### config.mk
export PLATFORM = sky130hd
export DESIGN_NAME = cdr_host_ctrl
export DESIGN_NICKNAME = d
export VERILOG_FILES = /design/src/cdr_pkg.sv /design/src/cdr_host_ctrl.sv /design/src/cdr_interval_timer.sv
export VERILOG_INCLUDE_DIRS = /design/src
export SDC_FILE = /design/constraint.sdc
export NUM_CORES = 1
export LEC_CHECK = 0
export BUFFER_PORTS_ARGS = -buffer_cell sky130_fd_sc_hd__buf_2
export CAP_MARGIN = 25
export CORE_UTILIZATION = 55
export DETAILED_ROUTE_END_ITERATION = 10
export PLACE_DENSITY = 0.79
export SLEW_MARGIN = 10
export SYNTH_ARGS = -nofsm -noshare
export SYNTH_HDL_FRONTEND = slang
export SYNTH_SLANG_ARGS = --single-unit
export TNS_END_PERCENT = 50
### constraint.sdc
create_clock -name clk -period 2.6 [get_ports clk]
set_input_delay 0.26 -clock clk [delete_from_list [all_inputs] [get_ports clk]]
set_output_delay 0.26 -clock clk [all_outputs]
set_load 0.02 [all_outputs]
### src/cdr_map.svh
// Pin timing and layout constants for the cached DRAM host controller.
// Assumes a 25 MHz system clock; all nanosecond timings convert to cycle counts through it.
`ifndef CDR_MAP_SVH
`define CDR_MAP_SVH
`define CDR_ADDR_W 11
`define CDR_COL_W 9
`define CDR_DATA_W 36
`define CDR_LANES 4
`define CDR_LANE_BITS 9
`define CDR_PAR_POS 8
`define CDR_CLK_NS 40
`define CDR_CEIL_CYC(ns) (((ns) + `CDR_CLK_NS - 1) / `CDR_CLK_NS)
`define CDR_INIT_WAIT_NS 300
`define CDR_INIT_WAIT_CYC `CDR_CEIL_CYC(`CDR_INIT_WAIT_NS)
`define CDR_INIT_REFRESHES 8
`define CDR_INIT_CYCLES 10
`define CDR_REFRESH_WINDOW_NS 64000000
`define CDR_REFRESH_COUNT 1024
`define CDR_REFRESH_GAP_CYC (`CDR_REFRESH_WINDOW_NS / `CDR_CLK_NS / `CDR_REFRESH_COUNT)
`define CDR_REFRESH_SLACK_CYC 32
`define CDR_ROW_HOLD_NS 40
`define CDR_ROW_ACTIVE_NS 80
`define CDR_ACCESS_NS 40
`define CDR_WRITE_NS 40
`define CDR_PRECHARGE_NS 80
`define CDR_WRR_NS 120
`define CDR_SR_EXIT_NS 120
`define CDR_SYNC_STAGES 2
`endif

### src/cdr_pkg.sv
// Types shared by the cached DRAM host controller.
// Assumes nothing beyond a SystemVerilog compiler.
package cdr_pkg;
  // Commands the user side may ask for
  typedef enum logic [2:0] {
    CMD_READ = 3'b000,
    CMD_WRITE = 3'b001,
    CMD_REFRESH = 3'b010,
    CMD_ROW_REFRESH = 3'b011,
    CMD_SELF_REFRESH = 3'b100
  } cdr_cmd_t;
  // Sequencer phases
  typedef enum logic [3:0] {
    ST_POWERUP = 4'b0000,
    ST_IDLE = 4'b0001,
    ST_SETUP = 4'b0010,
    ST_ROW = 4'b0011,
    ST_COL = 4'b0100,
    ST_ACCESS = 4'b0101,
    ST_SELF = 4'b0110,
    ST_RELEASE = 4'b0111,
    ST_PRE = 4'b1000
  } cdr_state_t;
endpackage
### src/cdr_host_ctrl.sv
// Host side controller that drives a cached DRAM module through its pins.
// Assumes pins meet the module at 25 MHz with registered outputs and
// that read data returns through two synchroniser stages.
`timescale 1ns/1ns
`default_nettype none
`include "cdr_map.svh"
module cdr_host_ctrl #(
  parameter int unsigned REFRESH_GAP_CYC = `CDR_REFRESH_GAP_CYC
) (
  input wire logic clk,
  input wire logic nrst,
  input wire logic req_valid,
  output logic req_ready,
  input wire cdr_pkg::cdr_cmd_t req_cmd,
  input wire logic [`CDR_ADDR_W-1:0] req_row,
  input wire logic [`CDR_COL_W-1:0] req_col,
  input wire logic [`CDR_DATA_W-1:0] req_wdata,
  input wire logic [`CDR_LANES-1:0] req_byte_en,
  input wire logic [`CDR_LANES-1:0] req_par_mask,
  input wire logic self_refresh_hold,
  output logic rsp_valid,
  output logic [`CDR_DATA_W-1:0] rsp_rdata,
  output logic init_done,
  output logic cache_hit,
  output logic row_strobe_n,
  output logic select_n,
  output logic write_read_select,
  output logic refresh_req_n,
  output logic [`CDR_LANES-1:0] byte_col_latch_n,
  output logic parity_col_latch_n,
  output logic write_strobe_n,
  output logic output_en_n,
  output logic [`CDR_ADDR_W-1:0] addr,
  output logic [`CDR_DATA_W-1:0] dq_o,
  output logic dq_oe,
  input wire logic [`CDR_DATA_W-1:0] dq_i
);
  import cdr_pkg::*;
  // ************************************************
  // Phase lengths, stored as count minus one
  // ************************************************
  localparam logic [7:0] ROW_HOLD = 8'(`CDR_CEIL_CYC(`CDR_ROW_HOLD_NS) - 1);
  localparam logic [7:0] ROW_ACTIVE = 8'(`CDR_CEIL_CYC(`CDR_ROW_ACTIVE_NS) - 1);
  localparam logic [7:0] ACCESS_LEN = 8'(`CDR_CEIL_CYC(`CDR_ACCESS_NS) + `CDR_SYNC_STAGES - 1);
  localparam logic [7:0] WRITE_LEN = 8'(`CDR_CEIL_CYC(`CDR_WRITE_NS) - 1);
  localparam logic [7:0] PRE_LEN = 8'(`CDR_CEIL_CYC(`CDR_PRECHARGE_NS) - 1);
  localparam logic [7:0] WRR_LEN = 8'(`CDR_CEIL_CYC(`CDR_WRR_NS) - 1);
  localparam logic [7:0] SR_EXIT_LEN = 8'(`CDR_CEIL_CYC(`CDR_SR_EXIT_NS) - 1);
  localparam logic [7:0] INIT_LEN = 8'(`CDR_INIT_WAIT_CYC - 1);
  localparam int unsigned GW = $clog2(REFRESH_GAP_CYC + 1) + 1;
  cdr_state_t state; // Sequencer phase
  cdr_cmd_t op; // Operation in flight
  cdr_cmd_t next_op; // Operation picked in idle
  logic [`CDR_ADDR_W-1:0] next_row; // Row picked in idle
  logic start; // Idle picks an operation
  logic [7:0] cnt; // Phase countdown
  logic [`CDR_ADDR_W-1:0] row_q; // Row of operation in flight
  logic [`CDR_COL_W-1:0] col_q; // Column of operation in flight
  logic [`CDR_DATA_W-1:0] wdata_q; // Write data held for the column phase
  logic [`CDR_LANES-1:0] ben_q; // Byte enables held
  logic [`CDR_LANES-1:0] pmask_q; // Parity mask held
  logic [`CDR_DATA_W-1:0] mask_word; // Parity mask placed on the bus
  logic [3:0] init_step; // Start-up cycles done
  logic [`CDR_ADDR_W-1:0] lrr_row; // Copy of the module's last read row
  logic lrr_valid; // Copy is known
  logic wr_miss; // Write cycle to a row outside the cache
  logic refresh_due; // Refresh interval elapsed
  logic phase_done; // Countdown at zero
  logic [`CDR_DATA_W-1:0] dq_s1; // Synchroniser first stage
  logic [`CDR_DATA_W-1:0] dq_s2; // Synchroniser second stage
  assign phase_done = (cnt == 8'h00);
  assign wr_miss = (op == CMD_WRITE || op == CMD_ROW_REFRESH) && !(lrr_valid && row_q == lrr_row);
  assign req_ready = (state == ST_IDLE) && init_done && !refresh_due;
  assign cache_hit = lrr_valid && (req_row == lrr_row);
  // Parity pins sit at the top of each nine-bit lane
  for (genvar i = 0; i < `CDR_LANES; i++)
  begin : g_mask
    for (genvar b = 0; b < `CDR_LANE_BITS; b++)
    begin : g_bit
      if (b == `CDR_PAR_POS)
      begin : g_par
        assign mask_word[i*`CDR_LANE_BITS+b] = pmask_q[i];
      end
      else
      begin : g_data
        assign mask_word[i*`CDR_LANE_BITS+b] = 1'b0;
      end
    end
  end
  // ************************************************
  // Refresh timer
  // ************************************************
  // Due a little early so an operation in flight cannot overrun the gap
  cdr_interval_timer #(
    .PERIOD(REFRESH_GAP_CYC - `CDR_REFRESH_SLACK_CYC)
  ) u_refresh_timer (
    .clk(clk),
    .nrst(nrst),
    .clear(start && next_op == CMD_REFRESH),
    .due(refresh_due)
  );
  // ************************************************
  // Operation choice
  // ************************************************
  // Start-up first, then refresh, then the user; reads never stand in for refresh
  always_comb
  begin
    start = 1'b0;
    next_op = CMD_READ;
    next_row = req_row;
    if (state == ST_IDLE)
    begin
      if (!init_done)
      begin
        start = 1'b1;
        next_op = (init_step < 4'(`CDR_INIT_REFRESHES)) ? CMD_REFRESH : CMD_READ;
        next_row = {{(`CDR_ADDR_W-1){1'b0}}, init_step[0]}; // Two distinct rows
      end
      else if (refresh_due)
      begin
        start = 1'b1;
        next_op = CMD_REFRESH;
      end
      else if (req_valid)
      begin
        start = 1'b1;
        next_op = req_cmd;
      end
    end
  end
  // ************************************************
  // Sequencer
  // ************************************************
  // Phase order: setup, row, column, access, release, precharge
  always_ff @(posedge clk or negedge nrst)
  begin
    if (!nrst)
    begin
      state <= ST_POWERUP;
      cnt <= INIT_LEN;
    end
    else
    begin
      unique case (state)
        ST_POWERUP:
        begin
          if (phase_done)
            state <= ST_IDLE;
          else
            cnt <= cnt - 8'h01;
        end
        ST_IDLE:
        begin
          if (start)
            state <= ST_SETUP;
        end
        ST_SETUP:
        begin
          state <= ST_ROW;
          if (op == CMD_READ || op == CMD_WRITE)
            cnt <= ROW_HOLD;
          else if (op == CMD_SELF_REFRESH)
            cnt <= 8'h00;
          else
            cnt <= ROW_ACTIVE;
        end
        ST_ROW:
        begin
          if (!phase_done)
            cnt <= cnt - 8'h01;
          else if (op == CMD_READ || op == CMD_WRITE)
            state <= ST_COL;
          else if (op == CMD_SELF_REFRESH)
            state <= ST_SELF;
          else
            state <= ST_RELEASE;
        end
        ST_COL:
        begin
          state <= ST_ACCESS;
          cnt <= (op == CMD_READ) ? ACCESS_LEN : WRITE_LEN;
        end
        ST_ACCESS:
        begin
          if (phase_done)
            state <= ST_RELEASE;
          else
            cnt <= cnt - 8'h01;
        end
        ST_SELF:
        begin
          if (!self_refresh_hold)
          begin
            state <= ST_PRE;
            cnt <= SR_EXIT_LEN;
          end
        end
        ST_RELEASE:
        begin
          state <= ST_PRE;
          cnt <= (wr_miss && WRR_LEN > PRE_LEN) ? WRR_LEN : PRE_LEN;
        end
        ST_PRE:
        begin
          if (phase_done)
            state <= ST_IDLE;
          else
            cnt <= cnt - 8'h01;
        end
        default:
          state <= ST_IDLE;
      endcase
    end
  end
  // Operation and its operands, held for the whole cycle
  always_ff @(posedge clk or negedge nrst)
  begin
    if (!nrst)
    begin
      op <= CMD_READ;
      row_q <= '0;
      col_q <= '0;
      wdata_q <= '0;
      ben_q <= '0;
      pmask_q <= '0;
    end
    else if (start)
    begin
      op <= next_op;
      row_q <= next_row;
      col_q <= init_done ? req_col : '0;
      wdata_q <= req_wdata;
      ben_q <= init_done ? req_byte_en : '0;
      pmask_q <= init_done ? req_par_mask : '0;
    end
  end
  // ************************************************
  // Row, select and mode pins
  // ************************************************
  // Idle leaves the module deselected so it sits in standby
  always_ff @(posedge clk or negedge nrst)
  begin
    if (!nrst)
    begin
      row_strobe_n <= 1'b1;
      select_n <= 1'b1;
      write_read_select <= 1'b0;
      refresh_req_n <= 1'b1;
      addr <= '0;
    end
    else if (start)
    begin
      // Refresh and self refresh run deselected; the rest are selected
      select_n <= (next_op == CMD_REFRESH || next_op == CMD_SELF_REFRESH);
      write_read_select <= (next_op != CMD_READ);
      refresh_req_n <= (next_op != CMD_REFRESH);
      addr <= next_row;
    end
    else if (state == ST_SETUP)
      row_strobe_n <= 1'b0;
    else if (state == ST_ROW && phase_done && (op == CMD_READ || op == CMD_WRITE))
      addr <= {{(`CDR_ADDR_W-`CDR_COL_W){1'b0}}, col_q};
    else if (state == ST_RELEASE || (state == ST_SELF && !self_refresh_hold))
      row_strobe_n <= 1'b1;
    else if (state == ST_PRE)
    begin
      select_n <= 1'b1;
      refresh_req_n <= 1'b1;
    end
  end
  // ************************************************
  // Column strobes, write strobe, output enable and data
  // ************************************************
  // Mask rides the bus at the row fall, data follows it
  always_ff @(posedge clk or negedge nrst)
  begin
    if (!nrst)
    begin
      byte_col_latch_n <= '1;
      parity_col_latch_n <= 1'b1;
      write_strobe_n <= 1'b1;
      output_en_n <= 1'b1;
      dq_o <= '0;
      dq_oe <= 1'b0;
    end
    else if (state == ST_SETUP)
    begin
      byte_col_latch_n <= (op == CMD_SELF_REFRESH) ? '0 : '1;
      parity_col_latch_n <= (op != CMD_SELF_REFRESH);
      write_strobe_n <= 1'b1;
      dq_o <= mask_word;
      dq_oe <= (op == CMD_WRITE);
    end
    else if (state == ST_ROW && phase_done && op == CMD_WRITE)
      dq_o <= wdata_q;
    else if (state == ST_ROW && phase_done && op == CMD_READ)
      output_en_n <= 1'b0;
    else if (state == ST_COL && op == CMD_WRITE)
    begin
      byte_col_latch_n <= ~ben_q;
      parity_col_latch_n <= ~(|pmask_q);
      write_strobe_n <= 1'b0;
    end
    else if ((state == ST_ACCESS && phase_done) || (state == ST_SELF && !self_refresh_hold))
    begin
      byte_col_latch_n <= '1;
      parity_col_latch_n <= 1'b1;
      write_strobe_n <= 1'b1;
      output_en_n <= 1'b1;
    end
    else if (state == ST_RELEASE)
      dq_oe <= 1'b0;
  end
  // ************************************************
  // Read data and last-read-row copy
  // ************************************************
  // Pin data passes two flip-flops before capture
  always_ff @(posedge clk or negedge nrst)
  begin
    if (!nrst)
    begin
      dq_s1 <= '0;
      dq_s2 <= '0;
    end
    else
    begin
      dq_s1 <= dq_i;
      dq_s2 <= dq_s1;
    end
  end
  // Every read cycle leaves its row in the module's latch, hit or miss
  always_ff @(posedge clk or negedge nrst)
  begin
    if (!nrst)
    begin
      rsp_valid <= 1'b0;
      rsp_rdata <= '0;
      lrr_row <= '0;
      lrr_valid <= 1'b0;
    end
    else if (state == ST_ACCESS && phase_done && op == CMD_READ)
    begin
      rsp_valid <= init_done; // Start-up reads are not answered
      rsp_rdata <= dq_s2;
      lrr_row <= row_q;
      lrr_valid <= 1'b1;
    end
    else
      rsp_valid <= 1'b0; // Answer lasts one cycle
  end
  // Ten start-up cycles counted as each one releases
  always_ff @(posedge clk or negedge nrst)
  begin
    if (!nrst)
    begin
      init_step <= 4'h0;
      init_done <= 1'b0;
    end
    else if (state == ST_RELEASE && !init_done)
    begin
      init_step <= init_step + 4'h1;
      init_done <= (init_step == 4'(`CDR_INIT_CYCLES - 1));
    end
  end

  logic [7:0] high_cnt; // Cycles row strobe has been high, saturating
  logic [GW-1:0] since_ref; // Cycles since last internal refresh
  logic was_self; // Last row low was a self refresh
  always_ff @(posedge clk or negedge nrst)
  begin
    if (!nrst)
    begin
      high_cnt <= 8'h00;
      since_ref <= '0;
      was_self <= 1'b0;
    end
    else
    begin
      high_cnt <= !row_strobe_n ? 8'h00 : (high_cnt == 8'hFF ? high_cnt : high_cnt + 8'h01);
      since_ref <= (!refresh_req_n && !row_strobe_n) || state == ST_SELF ? '0 : since_ref + 1'b1;
      if (state == ST_SELF)
        was_self <= 1'b1;
      // Cleared only after the next row fall is sampled, so the exit check can see it
      else if (state == ST_ROW)
        was_self <= 1'b0;
    end
  end
endmodule // cdr_host_ctrl
`default_nettype wire

### src/cdr_interval_timer.sv
// Interval timer that raises a sticky due flag every PERIOD cycles.
// Assumes clear is a one-cycle pulse from the same clock domain.
`timescale 1ns/1ns
`default_nettype none
module cdr_interval_timer #(
  parameter int unsigned PERIOD = 1530
) (
  input wire logic clk,
  input wire logic nrst,
  input wire logic clear,
  output logic due
);
  localparam int unsigned W = $clog2(PERIOD + 1);
  logic [W-1:0] count; // Cycles since last clear or expiry
  logic hit; // Period elapsed this cycle
  assign hit = (count == W'(PERIOD - 1));
  // ************************************************
  // Counter and due flag
  // ************************************************
  // Counter restarts on every issued refresh
  always_ff @(posedge clk or negedge nrst)
  begin
    if (!nrst)
      count <= '0;
    else if (clear || hit)
      count <= '0;
    else
      count <= count + 1'b1;
  end
  // Expiry wins over a clear in the same cycle, so no period is lost
  always_ff @(posedge clk or negedge nrst)
  begin
    if (!nrst)
      due <= 1'b0;
    else if (hit)
      due <= 1'b1;
    else if (clear)
      due <= 1'b0;
  end
endmodule // cdr_interval_timer
`default_nettype wire

**Word-level counts from Yosys, hierarchy flattened**

Index checks and enable logic that the tools add are counted.

- Register bits after elaboration: 276
- Output and inout bits: 99
- Input bits: 107
- Word-level logic and storage cells: 191

- Equal/unequal tests: 34
- $lt $le $gt $ge: 1
- Bitwise operators: 5
- Reductions and logical operators: 49
- $add $sub $neg: 3
- Multiplexer cells: 70

Operator list:

| kind | count |
|---|---|
| 36-bit two-way mux | 2 |
| 11-bit two-way mux | 6 |
| 4-bit two-way mux | 13 |
| 8-bit case mux with 5 select lines | 1 |
| 1-bit two-way mux | 36 |
| 4-bit case mux with 8 select lines | 1 |
| 2-bit != test, second input constant | 13 |
| 11-bit equality test | 2 |
| 4-bit by 3-bit equality test with 1-bit output, second input constant | 4 |
| 8-bit two-way mux | 2 |
| 1-bit logical AND | 15 |
| 2-bit nonzero test | 7 |
| 3-bit two-way mux | 4 |
| 11-bit by 1-bit adder with 11-bit output, second input constant | 1 |
| 11-bit equality test, second input constant | 1 |
| 5-bit AND reduction | 2 |
| 9-bit two-way mux | 1 |
| 3-bit AND reduction | 3 |
| 4-bit by 2-bit equality test with 1-bit output, second input constant | 2 |
| 4-bit equality test, second input constant | 2 |
| 8-bit logical NOT | 1 |
| 2-bit two-way mux | 4 |
| 4-bit AND reduction | 2 |
| 4-bit OR reduction | 2 |
| other kinds (20) | 35 |

**Depth between registers and ports, before layout**

- Depth in word-level cells: 8
- Mapped depth: 9
- Depth with buffers taken out: 7

**By module**

Synthesis repeated with hierarchy kept, for this count alone.

- Cells, all modules: 899
- Area total of the unflattened synthesis: 10561.4 um^2

Modules (own cells, without submodules):

| module | times used | area each (um^2) | seq. area each (um^2) | cells an instance |
|---|---|---|---|---|
| cdr_host_ctrl | 1 | 9928.3 | 6622.6 | 839 |
| cdr_interval_timer | 1 | 633.1 | 300.3 | 60 |

**Worst setup path before layout**

OpenSTA, ideal clock, no wires.

- Path kind: reg-to-reg
- From: register state[3]
- To: register select_n
- Setup slack: 0.531 ns
- Cell stages (with the launch flop): 8
- Arrival time: 2.009 ns
- Period minus slack after synthesis: 2.069 ns
- Path buffers: 2
- Setup time: 0.060 ns
- Cells stage by stage: dfrtp_1 -> buf_2 -> or4b_1 -> buf_2 -> a221oi_4 -> mux2_2 -> o21ai_0 -> o21a_1

- Cells in the longest elaborated chain, start to end: 5
- Elaborated cells between the ends (all ways): 21

RTL lines:

| item | line | text |
|---|---|---|
| start: declaration | cdr_host_ctrl.sv:51 | `cdr_state_t state;` |
| start signal: assignment | cdr_host_ctrl.sv:139 | `state <= ST_POWERUP;` |
| start signal: assignment | cdr_host_ctrl.sv:148 | `state <= ST_IDLE;` |
| start signal: assignment | cdr_host_ctrl.sv:155 | `state <= ST_SETUP;` |
| 4-bit by 1-bit equality test with 1-bit output, or another cell as far along | cdr_host_ctrl.sv:111 | `if (state == ST_IDLE)` |
| 3-bit two-way mux, or another cell as far along | cdr_host_ctrl.sv:111 |  |
| 3-bit by 2-bit equality test with 1-bit output, or another cell as far along | cdr_host_ctrl.sv:254 | `select_n <= (next_op == CMD_REFRESH \|\| next_op == CMD_SELF_REFRESH);` |
| 1-bit logical OR or 2-bit != test (tied branches) | -- |  |
| 1-bit two-way mux or 4-bit AND reduction (tied branches) | -- |  |
| end signal: assignment | cdr_host_ctrl.sv:254 |  |
| end: declaration | cdr_host_ctrl.sv:26 | `output logic select_n,` |

Several ways; a longest one is shown, not always the timed one.
A chain may end at the register's enable or synchronous reset.

**Worst setup path in the final report**

- From: register state[1]
- To: output req_ready

- Cells in the longest elaborated chain, start to end: 3

RTL lines:

| item | line | text |
|---|---|---|
| 4-bit by 1-bit equality test with 1-bit output | cdr_host_ctrl.sv:73 | `assign req_ready = (state == ST_IDLE) && init_done && !refresh_due;` |
| 1-bit logical AND (2 in series) | cdr_host_ctrl.sv:73 |  |
| end: declaration | cdr_host_ctrl.sv:13 | `output logic req_ready,` |

Every way passes these cells.

==> flow_metrics.tcl <==
set metrics [dict create \
    status "complete, no violations" \
    first_pass_iters 5 \
    r2r-start "state[1]$_DFFE_PN0P_" \
    tightest_slew_ns 0.716 \
    multi_input_area_um2 3420 \
    finish.utilization_pct 74.2 \
    synth.distinct_cells 59 \
    antenna_found_initial 1 \
    yosys_warnings 0 \
    clockPowerShare_pct 29.0 \
    hold_path_class "input pin to flop" \
    fin_tns_setup_ns 0 \
    wirelength_um 25900 \
    ir_drop_mv 0.607 \
    grt_usage_pct 27.0 \
    start_kind "flop" \
    dieArea_um2 19900 \
    grt_max_degree 95 \
    vias 8351 \
    timing.final.setup_violations 0 \
    crit_arrival_ns 2.09 \
    seq_power_share_pct 41.3 \
    die_h_um 141 \
    routedWlPerCell_um 16.4 \
    dp_hpwl_um 15500 \
    die_width_um 141 \
    worst_ep_required_time_ns 2.34 \
    final-hold-violation-count 0 \
    ys_async_sr_fraction_pct 100 \
    crit_path_top_delay_cell "or4b_1" \
    min-delay-start "req_cmd[0]" \
    synth_edf_count 0 \
    path_cells "or4b_1, nor2_1, buf_2" \
    drtIter0Drc 572 \
    power.density_nw_per_um2 993 \
    p_leak_nw 7.00 \
    core_um2 18800 \
    p_total_mw 13.9 \
    clkTransAtPathRegs_ns 0.06 \
    layout.nets 1412 \
    h-tree-depth 1 \
    place.gp.congestion 0.872 \
    preCtsSetupSlack_ns 0.397 \
    clk_latency_ns 0.54 \
    fin_crit_sh_pct 90.5 \
    min_period_ns 2.35 \
    p_switching_mw 4.85 \
    num_rows 50 \
    cp-end-kind "output port" \
    path_class "flop to output port" \
    combinationalPowerShare_pct 29.8 \
    cap_viol_max_count 0 \
    regArea_um2 6920 \
    synth_area_per_cell_um2 10.7 \
    setup_slack_ns 0.248 \
    numPortBuffers 205 \
    syn_area_um2 10600 \
    fill_cells 1243 \
    area_growth_pct 31.7 \
    cpPeakStageDelay_ns 0.73 \
    crit_fanout 5 \
    grt_pass1_vias 8540 \
    ys_top_cells_by_area "dfrtp_1 62%, nand2_1 12%, dfstp_2 3.2%" \
    fmax_mhz 425 \
    tritoncts "yes" \
    start_util_pct 56.4 \
    ioPinCount 206 \
    rsz0062_at_grt "no" \
    cts_made_buffers 28 \
    synth_seq_area_share_pct 65.2 \
    setup.worst_path.start "state[1]$_DFFE_PN0P_" \
    sw_frac_of_total_pct 34.9 \
    synth_top_area_share_pct 62.0 \
    slew_headroom_pct 52.3 \
    drc_errors 0 \
    grt_first_pass_wirelength_um 42200 \
    viasPerCell 5.29 \
    synth_nets 1102 \
    clockBufferDepth 3 \
    synthFlopType "dfrtp_1" \
    yosysMostFrequentCell "nand2_1" \
    drive_gt1_share_pct 23.1 \
    netlist_instances 989 \
    fin_skew_ns 0.0183 \
    root_buffer "clkbuf_16" \
    drv_slew 0 \
    antenna_left 0 \
    overflow 0 \
    cts_sinks 276 \
    p_int_mw 9.04 \
    ys_seq_elements 276 \
    synthTopCellsByCount "337 x nand2_1, 263 x dfrtp_1, 49 x nor2_1, 42 x o21ai_0, 32 x xnor2_1" \
    yosysTopAreaCell "dfrtp_1" \
]
==> cells in the final DEF, fill, tap and decap left out, drive strengths merged, types with 16 or more instances in the layout <==
master and n:
nand2 337, o21ai 42, dlygate4sd3 100, nor2 53, a21oi 16, dfrtp 263
xnor2 32, buf 229, a22o 29, clkbuf 36
==> per-stage QoR <==
step / instances / instance area [um^2] / hold WS, ns
finish: 1580 / 14000 / 0.0268
global route: 1580 / 14000 / 0.0234
CTS: 1579 / 14000 / 0.00910
detailed placement: 1429 / 12000 / 0.335
global placement: 1429 / 12000 / 0.332
floorplan: 989 / 10600 / -0.0356
==> kinds of logic (layout without fill, tap and decap cells) <==
family          Yosys count  in the layout  share of synthesized area [%]
simple gates            459            459                           18.3
flops                   276            276                           65.2
compound gates          138            138                           9.23
buf+inv                  64            394                           2.69
xor+xnor                 41             41                           3.38
fa+ha+maj                 6              6                          0.707
mux                       5              5                          0.483
other cells               0              1                              0
==> state kept, by name (all words and copies together) (netlist names), 3 cells and up <==
name and cells:
addr 11, ben_q 4, byte_col_latch_n 4, cnt 8, col_q 9, dq_o 36
dq_s1 36, dq_s2 36, init_step 4, lrr_row 11, op 3, pmask_q 4
row_q 11, rsp_rdata 36, state 4, u_refresh_timer.count 11, wdata_q 36
==> cell type report <==
type | instances | area share, %
clock inverters | 14 | 1.22
multi-input cells | 649 | 24.5
diodes | 1 | 0.0179
flip-flops and latches | 276 | 49.5
clock buffers | 36 | 5.44
well taps | 260 | 2.33
inverters | 15 | 0.403
repair buffers | 329 | 16.6
==> power groups by stage <==
stage	Clock (mW)	Sequential, mW	Combinational [mW]
3_5_place_dp	0	5.77	3.94
3_3_place_gp	0	5.73	3.82
5_1_grt	4.26	5.83	4.53
6_report	4.02	5.73	4.13
2_1_floorplan	0	6.10	2.32
4_1_cts	4.09	5.71	4.10
==> metal layers <==
metal,vias to the layer above,track usage (%),wire [um]
met5,-,0,0
met4,0,10.5,937
met3,70,4.31,1170
met2,268,47.1,13200
met1,4121,34.0,10700
li1,3892,-,-
==> final timing paths <==
| kind | end | slack (ns) | depth (start not counted) |
|---|---|---|---|
| worst max-delay path | req_ready | 0.25 | 3 |
| worst min-delay path | op[0]$_DFFE_PN0N_ | 0.03 | 2 |
| worst max register to register | select_n$_DFFE_PN1P_ | 0.36 | 5 |
| worst min register to register | dq_s2[2]$_DFF_PN0_ | 0.35 | 0 |
| max in group asynchronous | pmask_q[1]$_DFFE_PN0N_ | 1.50 | 3 |
| min in group asynchronous | ben_q[0]$_DFFE_PN0N_ | 0.35 | 2 |
==> timing repair <==
action	in CTS	in global routing
hold endpoints to repair	174	0
hold buffers	100	0
buffers inserted	0	0
gates resized for setup	0	0
==> critical path, delay by kind of cell (launching register included) <==
family,cells,cell delay [ns]
flops,1,0.37
buf+inv,1,0.21
simple gates,2,0.98
Note: power is estimated with default switching activity, not from simulation.
